## src/framer_pkg.sv

```systemverilog
package framer_pkg;

  // register select codes {high, mid, low}
  localparam logic [2:0] SEL_MASK      = 3'h0;
  localparam logic [2:0] SEL_TX_DATA   = 3'h2;
  localparam logic [2:0] SEL_CONTROL   = 3'h3;
  localparam logic [2:0] SEL_SYN_LOW   = 3'h4;
  localparam logic [2:0] SEL_SYN_HIGH  = 3'h5;
  localparam logic [2:0] SEL_RX_DATA   = 3'h6;
  localparam logic [2:0] SEL_STATUS    = 3'h7;

  // status and mask bit positions
  localparam int ST_RX_READY    = 0;
  localparam int ST_CKS_OK      = 1;
  localparam int ST_CKS_ERR     = 2;
  localparam int ST_TX_READY    = 3;
  localparam int ST_TX_IDLE     = 4;
  localparam int ST_TIMER       = 5;
  localparam int ST_CTRL_WORD   = 6;
  localparam int ST_TRAFFIC     = 7;

  localparam logic [7:0]  CONTROL_RESET = 8'h00;
  localparam logic [7:0]  MASK_RESET    = 8'h00;

  // timing
  localparam int REF_HZ        = 4_032_000;
  localparam int BIT_DIV       = 3360;
  localparam int CLK_HZ        = 40_000_000;
  localparam int BIT_CYCLES    = CLK_HZ / (REF_HZ / BIT_DIV);
  localparam int TIMER_STEP    = 8;

  // framing
  localparam logic [15:0] control_frame_word = 16'hC4D7;
  localparam logic [15:0] traffic_frame_word = 16'h3B28;
  localparam logic [7:0]  PREAMBLE_BYTE      = 8'hAA;
  localparam int          PRE_MIN_BYTES      = 2;
  localparam int          CKS_DATA_BYTES     = 6;
  localparam int          FRAME_BYTES        = 8;
  localparam logic [15:0] CKS_POLY           = 16'h1021;

  typedef struct packed {
    logic [3:0] timer_code;
    logic       rx_framed;
    logic       rx_en;
    logic       tx_cks_en;
    logic       tx_en;
  } ctrl_s;

  typedef enum {TX_OFF, TX_PRE, TX_DATA, TX_CKS_HI, TX_CKS_LO, TX_HANG, TX_IDLE} tx_state_e;

endpackage : framer_pkg

```

## src/ffsk_radio_data_framer.sv

```systemverilog
// Behaviour
// transmit and receive run together, independently, each at 1200 bit/s
// timer interrupts periodically, period 8 to 120 bit periods
// bit timing from 4.032 MHz reference (here ref_clk is taken as the 40 MHz CLK_HZ); clock divided by four driven out
// transmitter makes alternating preamble, at least 16 bits, ending on zero
// receiver detects control and traffic 16-bit frame words
// code words 64 bits long, bit 1 first; serial order kept both ways
// host supplies frame word as ordinary data; sent unchanged
// checksum on: 2-byte checksum sent after every 6 data bytes
// checksum off: no checksum bytes, data sent as continuous stream
// after last data, one hang bit, go idle, raise drained interrupt
// receiver bit-synchronises within 16 received bits
// no receive data before frame word; afterwards every bit in bytes
// framed checking compares checksum, reports interrupt and 16-bit syndrome
// receive mode: new frame word every 8 bytes, or continuous
// active-low interrupt request; cause shown in status register
// host forms the device strobe from address decode and read/write timing
// transmit output released to high impedance while transmitter disabled
// enable rise resyncs transmitter, starts preamble; whole preamble bytes until data
// bit period is reference divided by 3360 (here ref_clk divided by BIT_CYCLES, 33333 at CLK_HZ); checksum in replaceable submodule
//
// Decided for this implementation: the address-and-strobe port and the register addresses.
`timescale 1ns/1ps

module cks_engine #(
  parameter logic [15:0] POLY = 16'h1021
) (
  // clock and reset
  input  wire logic        ref_clk,
  input  wire logic        reset_n,
  // byte feed
  input  wire logic        clr,
  input  wire logic        en,
  input  wire logic [7:0]  din,
  // result
  output logic      [15:0] crc_q,
  output logic      [15:0] crc_nx
);

  function automatic logic [15:0] crc_byte(input logic [15:0] c, input logic [7:0] b);
    logic [15:0] r;
    logic        fb;
    r = c;
    for (int i = 7; i >= 0; i--) begin
      fb = r[15] ^ b[i];
      r  = {r[14:0], 1'b0} ^ (fb ? POLY : 16'h0000);
    end
    return r;
  endfunction : crc_byte

  assign crc_nx = crc_byte(crc_q, din);

  always_ff @(posedge ref_clk) begin
    if (!reset_n || clr) begin
      crc_q <= 16'h0000;
    end else if (en) begin
      crc_q <= crc_nx;
    end
  end

endmodule : cks_engine

module ffsk_radio_data_framer #(
  parameter int BIT_CYCLES = framer_pkg::BIT_CYCLES
) (
  // clock and reset
  input  wire logic        ref_clk,
  input  wire logic        reset_n,
  // host register port
  input  wire logic        register_select_high,
  input  wire logic        register_select_mid,
  input  wire logic        register_select_low,
  input  wire logic [7:0]  wdata,
  input  wire logic        wr_stb,
  input  wire logic        rd_stb,
  output logic      [7:0]  rdata,
  // link
  output logic             tx_data_out,
  output logic             tx_data_oe,
  input  wire logic        rx_data_in,
  // system
  output logic             irq_n,
  output logic             clk_div4_out
);
  import framer_pkg::*;

  localparam int PW = $clog2(BIT_CYCLES);
  localparam logic [PW-1:0] PH_LAST = PW'(BIT_CYCLES - 1);
  localparam logic [PW-1:0] PH_MID  = PW'(BIT_CYCLES / 2);

  initial begin
    if (BIT_CYCLES < 4) $error("BIT_CYCLES too small");
  end

  logic [2:0]  sel;
  ctrl_s       ctrl_q;
  logic [7:0]  mask_q;
  logic [7:0]  status_q;
  logic [7:0]  ev_set;
  logic [7:0]  ev_clr;
  logic [15:0] syn_q;
  logic [7:0]  rx_data_q;
  logic [7:0]  rdata_q;
  logic        irq_n_q;
  logic [1:0]  div4_q;
  logic        div4_out_q;

  assign sel = {register_select_high, register_select_mid, register_select_low};

  // clock divided by four
  always_ff @(posedge ref_clk) begin
    if (!reset_n) begin
      div4_q     <= 2'h0;
      div4_out_q <= 1'b0;
    end else begin
      div4_q     <= div4_q + 2'h1;
      div4_out_q <= div4_q[1];
    end
  end
  assign clk_div4_out = div4_out_q;

  // register writes
  always_ff @(posedge ref_clk) begin
    if (!reset_n) begin
      ctrl_q <= CONTROL_RESET;
      mask_q <= MASK_RESET;
    end else if (wr_stb) begin
      if (sel == SEL_CONTROL) ctrl_q <= ctrl_s'(wdata);
      if (sel == SEL_MASK)    mask_q <= wdata;
    end
  end

  assign ev_clr = (wr_stb && sel == SEL_STATUS) ? wdata : 8'h00;

  // sticky status, set beats clear
  always_ff @(posedge ref_clk) begin
    if (!reset_n) begin
      status_q <= 8'h00;
    end else begin
      status_q <= (status_q & ~ev_clr) | ev_set;
    end
  end

  always_ff @(posedge ref_clk) begin
    if (!reset_n) begin
      irq_n_q <= 1'b1;
    end else begin
      irq_n_q <= ~|(((status_q & ~ev_clr) | ev_set) & mask_q);
    end
  end
  assign irq_n = irq_n_q;

  // register reads, data in the following cycle only
  always_ff @(posedge ref_clk) begin
    if (!reset_n || !rd_stb) begin
      rdata_q <= 8'h00;
    end else begin
      unique case (sel)
        SEL_CONTROL:  rdata_q <= ctrl_q;
        SEL_MASK:     rdata_q <= mask_q;
        SEL_STATUS:   rdata_q <= status_q;
        SEL_RX_DATA:  rdata_q <= rx_data_q;
        SEL_SYN_LOW:  rdata_q <= syn_q[7:0];
        SEL_SYN_HIGH: rdata_q <= syn_q[15:8];
        default:      rdata_q <= 8'h00;
      endcase
    end
  end
  assign rdata = rdata_q;

  // general timer
  logic [PW-1:0] tmr_ph_q;
  logic [6:0]    tmr_cnt_q;
  logic          tmr_ev;
  logic [6:0]    tmr_last;

  assign tmr_last = 7'(ctrl_q.timer_code * TIMER_STEP - 1);

  always_ff @(posedge ref_clk) begin
    if (!reset_n || ctrl_q.timer_code == 4'h0) begin
      tmr_ph_q  <= '0;
      tmr_cnt_q <= 7'h00;
      tmr_ev    <= 1'b0;
    end else begin
      tmr_ev <= 1'b0;
      if (tmr_ph_q == PH_LAST) begin
        tmr_ph_q <= '0;
        if (tmr_cnt_q >= tmr_last) begin
          tmr_cnt_q <= 7'h00;
          tmr_ev    <= 1'b1;
        end else begin
          tmr_cnt_q <= tmr_cnt_q + 7'h01;
        end
      end else begin
        tmr_ph_q <= tmr_ph_q + PW'(1);
      end
    end
  end

  // transmit path
  tx_state_e   tx_st_q;
  logic [PW-1:0] tx_ph_q;
  logic        tx_en_d1_q;
  logic        cks_en_d1_q;
  logic [7:0]  tx_buf_q;
  logic        tx_full_q;
  logic [7:0]  tx_sh_q;
  logic [2:0]  tx_bits_q;
  logic [1:0]  pre_cnt_q;
  logic [2:0]  tx_dcnt_q;
  logic        tx_out_q;
  logic        tx_oe_q;
  logic        tx_tick;
  logic        tx_load;
  logic        tx_rdy_ev;
  logic        tx_idle_ev;
  logic        tx_crc_clr;
  logic [15:0] tx_crc;

  assign tx_tick = (tx_ph_q == PH_LAST);
  assign tx_load = tx_tick && tx_bits_q == 3'h0 && tx_full_q;

  always_ff @(posedge ref_clk) begin
    if (!reset_n) begin
      tx_en_d1_q  <= 1'b0;
      cks_en_d1_q <= 1'b0;
      tx_ph_q     <= '0;
    end else begin
      tx_en_d1_q  <= ctrl_q.tx_en;
      cks_en_d1_q <= ctrl_q.tx_cks_en;
      if (ctrl_q.tx_en && !tx_en_d1_q) tx_ph_q <= '0;
      else if (tx_tick) tx_ph_q <= '0;
      else tx_ph_q <= tx_ph_q + PW'(1);
    end
  end

  // transmit buffer
  always_ff @(posedge ref_clk) begin
    if (!reset_n || !ctrl_q.tx_en) begin
      tx_full_q <= 1'b0;
      tx_buf_q  <= 8'h00;
    end else if (wr_stb && sel == SEL_TX_DATA) begin
      tx_full_q <= 1'b1;
      tx_buf_q  <= wdata;
    end else if (tx_load && (tx_st_q != TX_PRE || pre_cnt_q == 2'(PRE_MIN_BYTES - 1))
                 && !(tx_st_q == TX_DATA && ctrl_q.tx_cks_en && tx_dcnt_q == 3'(CKS_DATA_BYTES))
                 && tx_st_q != TX_CKS_HI && tx_st_q != TX_HANG) begin
      tx_full_q <= 1'b0;
    end
  end

  assign tx_crc_clr = !ctrl_q.tx_cks_en || (ctrl_q.tx_cks_en && !cks_en_d1_q);

  // underrun aborts a partial checksum
  cks_engine #(.POLY(CKS_POLY)) u_tx_cks (
    .ref_clk (ref_clk),
    .reset_n (reset_n),
    .clr     (tx_crc_clr || tx_st_q == TX_HANG || (tx_st_q == TX_CKS_LO && tx_tick && tx_bits_q == 3'h0)),
    .en      (tx_rdy_ev && tx_dcnt_q <= 3'(CKS_DATA_BYTES)),
    .din     (tx_buf_q),
    .crc_q   (tx_crc),
    .crc_nx  ()
  );

  // serialiser, msb (bit 1) first
  always_ff @(posedge ref_clk) begin
    if (!reset_n || !ctrl_q.tx_en) begin
      tx_st_q    <= TX_OFF;
      tx_sh_q    <= 8'h00;
      tx_bits_q  <= 3'h0;
      pre_cnt_q  <= 2'h0;
      tx_dcnt_q  <= 3'h0;
      tx_out_q   <= 1'b0;
      tx_oe_q    <= 1'b0;
      tx_rdy_ev  <= 1'b0;
      tx_idle_ev <= 1'b0;
    end else begin
      tx_oe_q    <= 1'b1;
      tx_rdy_ev  <= 1'b0;
      tx_idle_ev <= 1'b0;
      if (ctrl_q.tx_cks_en && !cks_en_d1_q) tx_dcnt_q <= 3'h0;
      if (tx_st_q == TX_OFF) begin
        tx_st_q   <= TX_PRE;
        tx_bits_q <= 3'h7;
        pre_cnt_q <= 2'h0;
        tx_sh_q   <= {PREAMBLE_BYTE[6:0], 1'b0};
        tx_out_q  <= PREAMBLE_BYTE[7];
      end else if (tx_tick && tx_bits_q != 3'h0) begin
        tx_out_q  <= tx_sh_q[7];
        tx_sh_q   <= {tx_sh_q[6:0], 1'b0};
        tx_bits_q <= tx_bits_q - 3'h1;
      end else if (tx_tick) begin
        tx_bits_q <= 3'h7;
        unique case (tx_st_q)
          TX_PRE: begin
            if (tx_full_q && pre_cnt_q == 2'(PRE_MIN_BYTES - 1)) begin
              tx_st_q   <= TX_DATA;
              tx_out_q  <= tx_buf_q[7];
              tx_sh_q   <= {tx_buf_q[6:0], 1'b0};
              tx_rdy_ev <= 1'b1;
              tx_dcnt_q <= tx_dcnt_q + 3'h1;
            end else begin
              if (pre_cnt_q != 2'(PRE_MIN_BYTES - 1)) pre_cnt_q <= pre_cnt_q + 2'h1;
              tx_out_q <= PREAMBLE_BYTE[7];
              tx_sh_q  <= {PREAMBLE_BYTE[6:0], 1'b0};
            end
          end
          TX_DATA, TX_CKS_LO, TX_IDLE: begin
            if (tx_st_q == TX_DATA && ctrl_q.tx_cks_en && tx_dcnt_q == 3'(CKS_DATA_BYTES)) begin
              tx_st_q  <= TX_CKS_HI;
              tx_out_q <= tx_crc[15];
              tx_sh_q  <= {tx_crc[14:8], 1'b0};
            end else if (tx_full_q) begin
              tx_st_q   <= TX_DATA;
              tx_out_q  <= tx_buf_q[7];
              tx_sh_q   <= {tx_buf_q[6:0], 1'b0};
              tx_rdy_ev <= 1'b1;
              tx_dcnt_q <= (tx_st_q == TX_CKS_LO ? 3'h0 : tx_dcnt_q) + 3'h1;
            end else if (tx_st_q == TX_IDLE) begin
              tx_bits_q <= 3'h0;
            end else begin
              tx_st_q   <= TX_HANG;
              tx_bits_q <= 3'h0;
              tx_dcnt_q <= 3'h0;
            end
          end
          TX_CKS_HI: begin
            tx_st_q  <= TX_CKS_LO;
            tx_out_q <= tx_crc[7];
            tx_sh_q  <= {tx_crc[6:0], 1'b0};
          end
          TX_HANG: begin
            tx_st_q    <= TX_IDLE;
            tx_bits_q  <= 3'h0;
            tx_idle_ev <= 1'b1;
          end
          default: tx_st_q <= TX_IDLE;
        endcase
      end
    end
  end
  assign tx_data_out = tx_out_q;
  assign tx_data_oe  = tx_oe_q;

  // receive path
  logic          rx_s1_q;
  logic          rx_s2_q;
  logic          rx_s3_q;
  logic [PW-1:0] rx_ph_q;
  logic          rx_smp;
  logic [15:0]   rx_hist_q;
  logic [15:0]   rx_hist_nx;
  logic          rx_lock_q;
  logic [2:0]    rx_bits_q;
  logic [2:0]    rx_bytes_q;
  logic [7:0]    rx_byte_nx;
  logic          rx_byte_done;
  logic          rx_frame_end;
  logic [15:0]   rx_crc_nx;
  logic [7:0]    rx_ev;

  always_ff @(posedge ref_clk) begin
    if (!reset_n) begin
      rx_s1_q <= 1'b0;
      rx_s2_q <= 1'b0;
      rx_s3_q <= 1'b0;
    end else begin
      rx_s1_q <= rx_data_in;
      rx_s2_q <= rx_s1_q;
      rx_s3_q <= rx_s2_q;
    end
  end

  // phase realigned on every transition
  always_ff @(posedge ref_clk) begin
    if (!reset_n || !ctrl_q.rx_en) begin
      rx_ph_q <= '0;
    end else if (rx_s2_q != rx_s3_q || rx_ph_q == PH_LAST) begin
      rx_ph_q <= '0;
    end else begin
      rx_ph_q <= rx_ph_q + PW'(1);
    end
  end

  assign rx_smp       = ctrl_q.rx_en && rx_ph_q == PH_MID;
  assign rx_hist_nx   = {rx_hist_q[14:0], rx_s3_q};
  assign rx_byte_nx   = rx_hist_nx[7:0];
  assign rx_byte_done = rx_smp && rx_lock_q && rx_bits_q == 3'h7;
  assign rx_frame_end = rx_byte_done && ctrl_q.rx_framed && rx_bytes_q == 3'(FRAME_BYTES - 1);

  cks_engine #(.POLY(CKS_POLY)) u_rx_cks (
    .ref_clk (ref_clk),
    .reset_n (reset_n),
    .clr     (!rx_lock_q || rx_frame_end),
    .en      (rx_byte_done),
    .din     (rx_byte_nx),
    .crc_q   (),
    .crc_nx  (rx_crc_nx)
  );

  always_ff @(posedge ref_clk) begin
    if (!reset_n || !ctrl_q.rx_en) begin
      rx_hist_q  <= 16'h0000;
      rx_lock_q  <= 1'b0;
      rx_bits_q  <= 3'h0;
      rx_bytes_q <= 3'h0;
      rx_ev      <= 8'h00;
    end else begin
      rx_ev <= 8'h00;
      if (rx_smp) begin
        rx_hist_q <= rx_hist_nx;
        if (!rx_lock_q) begin
          rx_bits_q  <= 3'h0;
          rx_bytes_q <= 3'h0;
          if (rx_hist_nx == control_frame_word) begin
            rx_lock_q           <= 1'b1;
            rx_ev[ST_CTRL_WORD] <= 1'b1;
          end
          if (rx_hist_nx == traffic_frame_word) begin
            rx_lock_q          <= 1'b1;
            rx_ev[ST_TRAFFIC]  <= 1'b1;
          end
        end else begin
          rx_bits_q <= rx_bits_q + 3'h1;
          if (rx_byte_done) begin
            rx_ev[ST_RX_READY] <= 1'b1;
            rx_bytes_q         <= rx_bytes_q + 3'h1;
            if (rx_frame_end) begin
              rx_lock_q  <= 1'b0;
              rx_bytes_q <= 3'h0;
              rx_ev[ST_CKS_OK]  <= (rx_crc_nx == 16'h0000);
              rx_ev[ST_CKS_ERR] <= (rx_crc_nx != 16'h0000);
            end
          end
        end
      end
    end
  end

  always_ff @(posedge ref_clk) begin
    if (!reset_n) begin
      rx_data_q <= 8'h00;
      syn_q     <= 16'h0000;
    end else begin
      if (rx_byte_done) rx_data_q <= rx_byte_nx;
      if (rx_frame_end) syn_q <= rx_crc_nx;
    end
  end

  always_comb begin
    ev_set              = rx_ev;
    ev_set[ST_TX_READY] = tx_rdy_ev;
    ev_set[ST_TX_IDLE]  = tx_idle_ev;
    ev_set[ST_TIMER]    = tmr_ev;
  end

endmodule : ffsk_radio_data_framer

```

## config.mk

```make
export PLATFORM = sky130hd
export DESIGN_NAME = ffsk_radio_data_framer
export DESIGN_NICKNAME = d
export VERILOG_FILES = /design/src/framer_pkg.sv /design/src/ffsk_radio_data_framer.sv
export SDC_FILE = /design/constraint.sdc
export NUM_CORES = 1
export LEC_CHECK = 0
export BUFFER_PORTS_ARGS = -buffer_cell sky130_fd_sc_hd__buf_2
export CORE_MARGIN = 5
export CORE_UTILIZATION = 45
export CTS_BUF_LIST = sky130_fd_sc_hd__clkbuf_8
export CTS_CLUSTER_SIZE = 24
export DETAILED_ROUTE_END_ITERATION = 8
export GPL_ROUTABILITY_DRIVEN = 0
export GPL_TIMING_DRIVEN = 0
export PLACE_DENSITY_LB_ADDON = 0.08
export SETUP_SLACK_MARGIN = 0.3
export SYNTH_ARGS = -nofsm -noshare
export SYNTH_HDL_FRONTEND = slang
export SYNTH_SLANG_ARGS = --single-unit
```

## constraint.sdc

```tcl
create_clock -name ref_clk -period 2.4 [get_ports ref_clk]
set_clock_uncertainty 0.1 [all_clocks]
set_input_delay 0.48 -clock ref_clk [delete_from_list [all_inputs] [get_ports ref_clk]]
set_output_delay 0.48 -clock ref_clk [all_outputs]
set_load 0.02 [all_outputs]
```

==> impl_metrics.yaml, run 1 <==
cts:
  tritoncts: "built"
  hold_buffers: 0
  cts_num_sinks: 211
  insertion_delay_ns: 0.53
  clk_pin_slew_worst_paths_ns: 0.06
  cts_buffer_depth: 3
  htree_levels: 2
  cts_made_buffers: 38
  cts-root-buf: "clkbuf_8"
global_routing:
  grt_util_all_layers: 0.210
  grt_pass1_vias: 8218
  overflow: 0
  grt_max_degree: 11
  grt_pass1_wl_mm: 42.6
  antenna_found_initial: 0
yosys:
  synth_edf_count: 0
  ys_ff_latch: 211
  avgSynthCellArea_um2: 8.48
  ys_seq_area_frac: 0.427
  synthFlopType: "dfxtp_1"
  synth_area_leader_cell: "dfxtp_1"
  async_flop_share: 0
  syn_area_um2: 9890
  synth_area_leaders: "dfxtp_1 (43%), nor2_1 (6.2%), nand2_1 (5.7%)"
  synthCells: 1166
  synth_cell_types: 71
  syn_nets: 1205
  synth_warnings: 0
  synth_top_area_frac: 0.427
layout:
  nets: 1316
  area_growth_pct: 25.3
  final_common_cell: "dfxtp_1"
  multiInputGateArea_um2: 6020
  most-common-layout-cells: "dfxtp_1 (189), nor2_1 (145), nand2_1 (143)"
  antenna_cells: 0
  drive_gt1_frac: 0.219
  post-route-util: 0.570
  seqCellArea_um2: 4270
  fillers: 2031
timing:
  period_share: 1.04
  setup_slack_ns: -0.0910
  rsz0062_at_grt: "yes"
  tightest_slew_ns: 0.990
  max_slew_margin: 0.335
  finalMaxSlewViolations: 0
  finalSetupViolations: 2
  hold_violations: 0
  period_minus_slack_ns: 2.49
  finalSetupTns_ns: -0.0975
  max_freq_ghz: 0.401
setup_path:
  cp.arrival_ns: 2.84
  critPathSlowestCell: "or4_4"
  start_kind: "register"
  required_ns: 2.75
  path_common_cell: "or4_4"
  crit_type: "register to register"
  crit_chain: "or4_4 -> or4_4 -> buf_6 -> or4_4 -> or2_1 -> a21oi_2"
  critPathMaxStageDelay_ns: 0.53
  cp-end-kind: "register"
  critPathMaxFanout: 4
route:
  wl_mm: 26.7
  via_count: 8614
  drtPass1Iterations: 5
  vias_per_cell: 5.46
  drc_errors: 0
  wl_per_cell_um: 16.9
  ant_nets: 0
  drt_iter0_drc: 595
power_and_ir_drop:
  p_leak_nw: 4.41
  cellPowerDensity_nw_per_um2: 565
  pwr-share-comb: 0.034
  swShare: 0.231
  clkPwrFrac: 0.461
  power.total_mw: 7.00
  ir_drop_uv: 361
  p_int_mw: 5.38
  switchingPower_mw: 1.62
  seqPwrFrac: 0.505
die:
  rows: 54
  die-area_um2: 25100
  die_y_um: 158
  coreArea_um2: 21800
  start_util: 0.455
  die_w_um: 158
  num_io_pins: 28
status:
  violations: "setup timing"
  status: "finished, violations left"
placement:
  portBuffers: 26
  dp_hpwl_mm: 18.3
worst_hold_path:
  min_path_type: "input port to register"
flow_run:
  cap_violations: 0
[logic make-up (layout without fill, tap and decap cells)]
logic type                 Yosys count  count (layout)  synth area share
xor gates and xnor gates            97              97            0.0859
muxes                               43              43            0.0445
adders and majority gates           23              23            0.0291
AOI/OAI and AO/OA                  222             222             0.144
DFF                                211             211             0.427
buffers and inverters               81             214            0.0333
and+or+nand+nor                    489             489             0.237
[area by class of cell]
class                      instances  share of cell area
clock buffer                      48              0.0533
multi-input combinational        874               0.486
tap                              280              0.0283
inverter                          26             0.00827
buffer                            55              0.0283
sequential                       211               0.345
clock inverter                    14             0.00474
timing repair buffer              71              0.0469
[power groups by stage]
stage / Combinational, mW / Sequential [mW] / Clock (mW)
finish: 0.237 / 3.54 / 3.23
CTS: 0.207 / 3.54 / 3.33
global placement: 0.192 / 3.62 / 0
floorplan: 0.118 / 3.62 / 0
global route: 0.259 / 3.54 / 3.49
detailed placement: 0.193 / 3.62 / 0
[flip-flops by register name (all words and copies together) (netlist names), 15 cells and up]
name,flops
tmr_ph_q,16
tx_ph_q,16
u_rx_cks.crc_q,16
u_tx_cks.crc_q,16
syn_q,16
rx_ph_q,16
rx_hist_q,15
[worst paths after layout]
check,startpoint,endpoint,slack [ns],depth (start not counted)
setup reg to reg,tx_ph_q[12],pre_cnt_q[1],-0.09,6
hold reg to reg,rx_s1_q,rx_s2_q,0.33,1
hold / removal,rx_data_in,rx_s1_q,0.07,2
setup / recovery,tx_ph_q[12],pre_cnt_q[1],-0.09,6
[what timing repair did]
| item | CTS | global route |
|---|---|---|
| pin swaps | 21 | 32 |
| setup endpoints to repair | 138 | 155 |
| setup buffers | 29 | 13 |
| gates cloned | 2 | 1 |
| gates resized for setup | 96 | 128 |
[per-stage QoR]
stage / hold WS [ns] / cells / setup slack [ns] / instance area [um^2]
detailed placement: 0.320 / 1472 / -0.751 / 10400
finish: 0.0692 / 1579 / -0.0910 / 12400
floorplan: 0.306 / 1166 / -0.0712 / 9970
global route: 0.0397 / 1579 / -0.163 / 12400
CTS: 0.0297 / 1565 / -0.0886 / 11800
global placement: 0.318 / 1472 / -0.701 / 10400
[routing by layer]
metal	up-vias	routed length, um	track usage
li1	4307	-	-
met5	-	0	0
met4	0	740	0.0735
met2	182	12300	0.336
met3	53	1070	0.0340
met1	4072	12500	0.288
[worst max-delay path, delay by kind of cell (launching register included)]
kind | cells | cell delay [ns]
buf+inv | 1 | 0.14
flops | 1 | 0.34
compound gates | 1 | 0.11
simple gates | 4 | 1.73
[cells in the mapped netlist (5+ instances only)]
cell      instances
dfxtp_1         211
nor2_1          163
nand2_1         149
a21oi_1          91
xnor2_1          55
clkbuf_1         45
xor2_1           42
nand3_1          41
mux2i_1          35
a211oi_1         27
o21ai_0          27
inv_1            24
ha_1             23
and3_1           15
nand4_1          15
nor2b_1          12
nor3_1           12
nor4_1           11
o21a_1           10
a22oi_1           9
and2_1            9
a221oi_1          8
and4_1            8
mux2_2            8
buf_2             6
or2_2             6
or3_1             6
nand2b_1          5
nand3b_1          5
nor4bb_1          5
Note: power is estimated with default switching activity, not from simulation.
==> inputs of run 2 (changes only) <==
- SYNTH_HIERARCHICAL: unset -> 1
==> impl_metrics.yaml, run 2 <==
placement:
  dp_hpwl_mm: 18.1
  dp_cells: 1459
  portBuffers: 24
  placed_cell_area_um2: 11100
setup_path:
  crit_path_end: "pre_cnt_q[1]"
  required_ns: 2.77
  crit_type: "register to register"
  rrSetupSlack_ns: -0.13
  r2r_end: "pre_cnt_q[1]"
  rr_startpoint: "tx_ph_q[1]"
  start_kind: "register"
  critPathMaxFanout: 6
  crit_start: "tx_ph_q[1]"
  cp.arrival_ns: 2.90
  cp-end-kind: "register"
  ff2ff_path_depth: 8
route:
  drt_iter0_drc: 513
  wl_mm: 27.6
  wl_per_cell_um: 17.2
  drc_errors: 0
  via_count: 8692
  vias_per_cell: 5.41
  drtPass1Iterations: 5
  ant_nets: 0
power_and_ir_drop:
  ir_drop_uv: 461
  p_leak_nw: 5.04
  power.total_mw: 7.23
  cellPowerDensity_nw_per_um2: 524
timing:
  hold_violations: 0
  finalMaxSlewViolations: 0
  period_minus_slack_ns: 2.53
  tightest_slew_ns: 0.745
  max_slew_margin: 0.499
  max_freq_ghz: 0.395
  period_share: 1.05
  whs_ns: 0.0511
  rsz0062_at_grt: "yes"
  setup_slack_ns: -0.130
  finalSetupViolations: 19
cts:
  htree_levels: 2
  cts-root-buf: "clkbuf_8"
  insertion_delay_ns: 0.56
  cts_made_buffers: 39
  cts_buffer_depth: 3
  tritoncts: "built"
  clk_pin_slew_worst_paths_ns: 0.06
  cts_num_sinks: 211
  hold_buffers: 0
layout:
  post-route-util: 0.607
  seqCellArea_um2: 4260
  antenna_cells: 0
  final_common_cell: "dfxtp_1"
  area_growth_pct: 32.6
  drive_gt1_frac: 0.318
  multiInputGateArea_um2: 6760
  most-common-layout-cells: "dfxtp_1 (186), nand2_1 (125), nor2_1 (82)"
  fillers: 1937
  fin_cells: 1607
  design_area_um2: 13800
  nets: 1333
global_routing:
  grt_max_degree: 11
  grt_pass1_wl_mm: 43.8
  antenna_found_initial: 0
  grt_pass1_vias: 8443
  grt_util_all_layers: 0.203
  overflow: 0
die:
  die_y_um: 162
  num_io_pins: 28
  coreArea_um2: 22700
  die-area_um2: 26200
  die_w_um: 162
  rows: 55
  start_util: 0.458
yosys:
  synth_warnings: 6
  avgSynthCellArea_um2: 9.04
  syn_area_um2: 10400
  syn_nets: 1189
  synthCells: 1150
status:
  violations: "setup timing"
  status: "finished, violations left"
worst_hold_path:
  min_path_type: "input port to register"
  worstHoldPathCells: 2
flow_run:
  cap_violations: 0
[run 2: changes by cell type in the layout (fill, tap and decap cells not counted), moves of 15 or more]
cell / before / now
inv_1: 32 / 48
nand2_4: 2 / 18
xnor2_1: 48 / 28
nand3_1: 39 / 24
nand2_1: 143 / 125
a21oi_2: 3 / 24
a21boi_0: 3 / 19
buf_6: 18 / 44
nor2_1: 145 / 82
a21oi_1: 89 / 47
nor2b_1: 12 / 41
[run 2: report_power, final]
| group | internal [mW] | switching [mW] | leakage (nW) |
|---|---|---|---|
| clock | 1.90 | 1.52 | 0.444 |
| combinational | 0.111 | 0.153 | 2.88 |
| sequential | 3.52 | 0.0178 | 1.71 |
[run 2: layer usage]
| layer | wire, um | track usage | vias up |
|---|---|---|---|
| met1 | 13000 | 0.280 | 4151 |
| met2 | 12800 | 0.330 | 175 |
| met4 | 701 | 0.0619 | 0 |
| li1 | - | - | 4308 |
| met3 | 1020 | 0.0312 | 58 |
| met5 | 0 | 0 | - |
[run 2: final cells by class]
class	instances	share of cell area
inverter	47	0.0132
clock inverter	18	0.00590
multi-input combinational	837	0.491
sequential	211	0.309
tap	285	0.0259
buffer	55	0.0347
timing repair buffer	103	0.0698
clock buffer	51	0.0509
[run 2: metrics by stage]
step | setup TNS, ns | worst slack, ns
finish | -0.693 | -0.130
floorplan | -0.0272 | -0.0272
CTS | -0.644 | -0.116
detailed placement | -10.35 | -0.354
global route | -3.51 | -0.185
global placement | -9.91 | -0.364
[run 2: worst max-delay path, cell delays in order, from the launching register on]
cell and delay [ns]:
dfxtp_2 0.32, inv_2 0.07, ha_4 0.13, or4b_4 0.44, or4_4 0.43, buf_8 0.15
or4_4 0.43, mux2_4 0.32, nor2_2 0.07
[run 2: timing repair]
| action | CTS | global route |
|---|---|---|
| gates resized for setup | 198 | 142 |
| endpoints found under the setup margin | 148 | 153 |
| pin swaps | 94 | 43 |
| gates cloned | 5 | 3 |
| setup buffers | 51 | 20 |
[run 2: how the worst min path moves through the flow]
stage / slack, ns / start / end
finish: 0.05 / rx_data_in / rx_s1_q
global route: 0.05 / rx_data_in / rx_s1_q
CTS: 0.03 / rx_data_in / rx_s1_q
detailed placement: 0.32 / rx_s1_q / rx_s2_q
floorplan: 0.31 / rx_ph_q[0] / rx_ph_q[0]
global placement: 0.32 / rx_s1_q / rx_s2_q
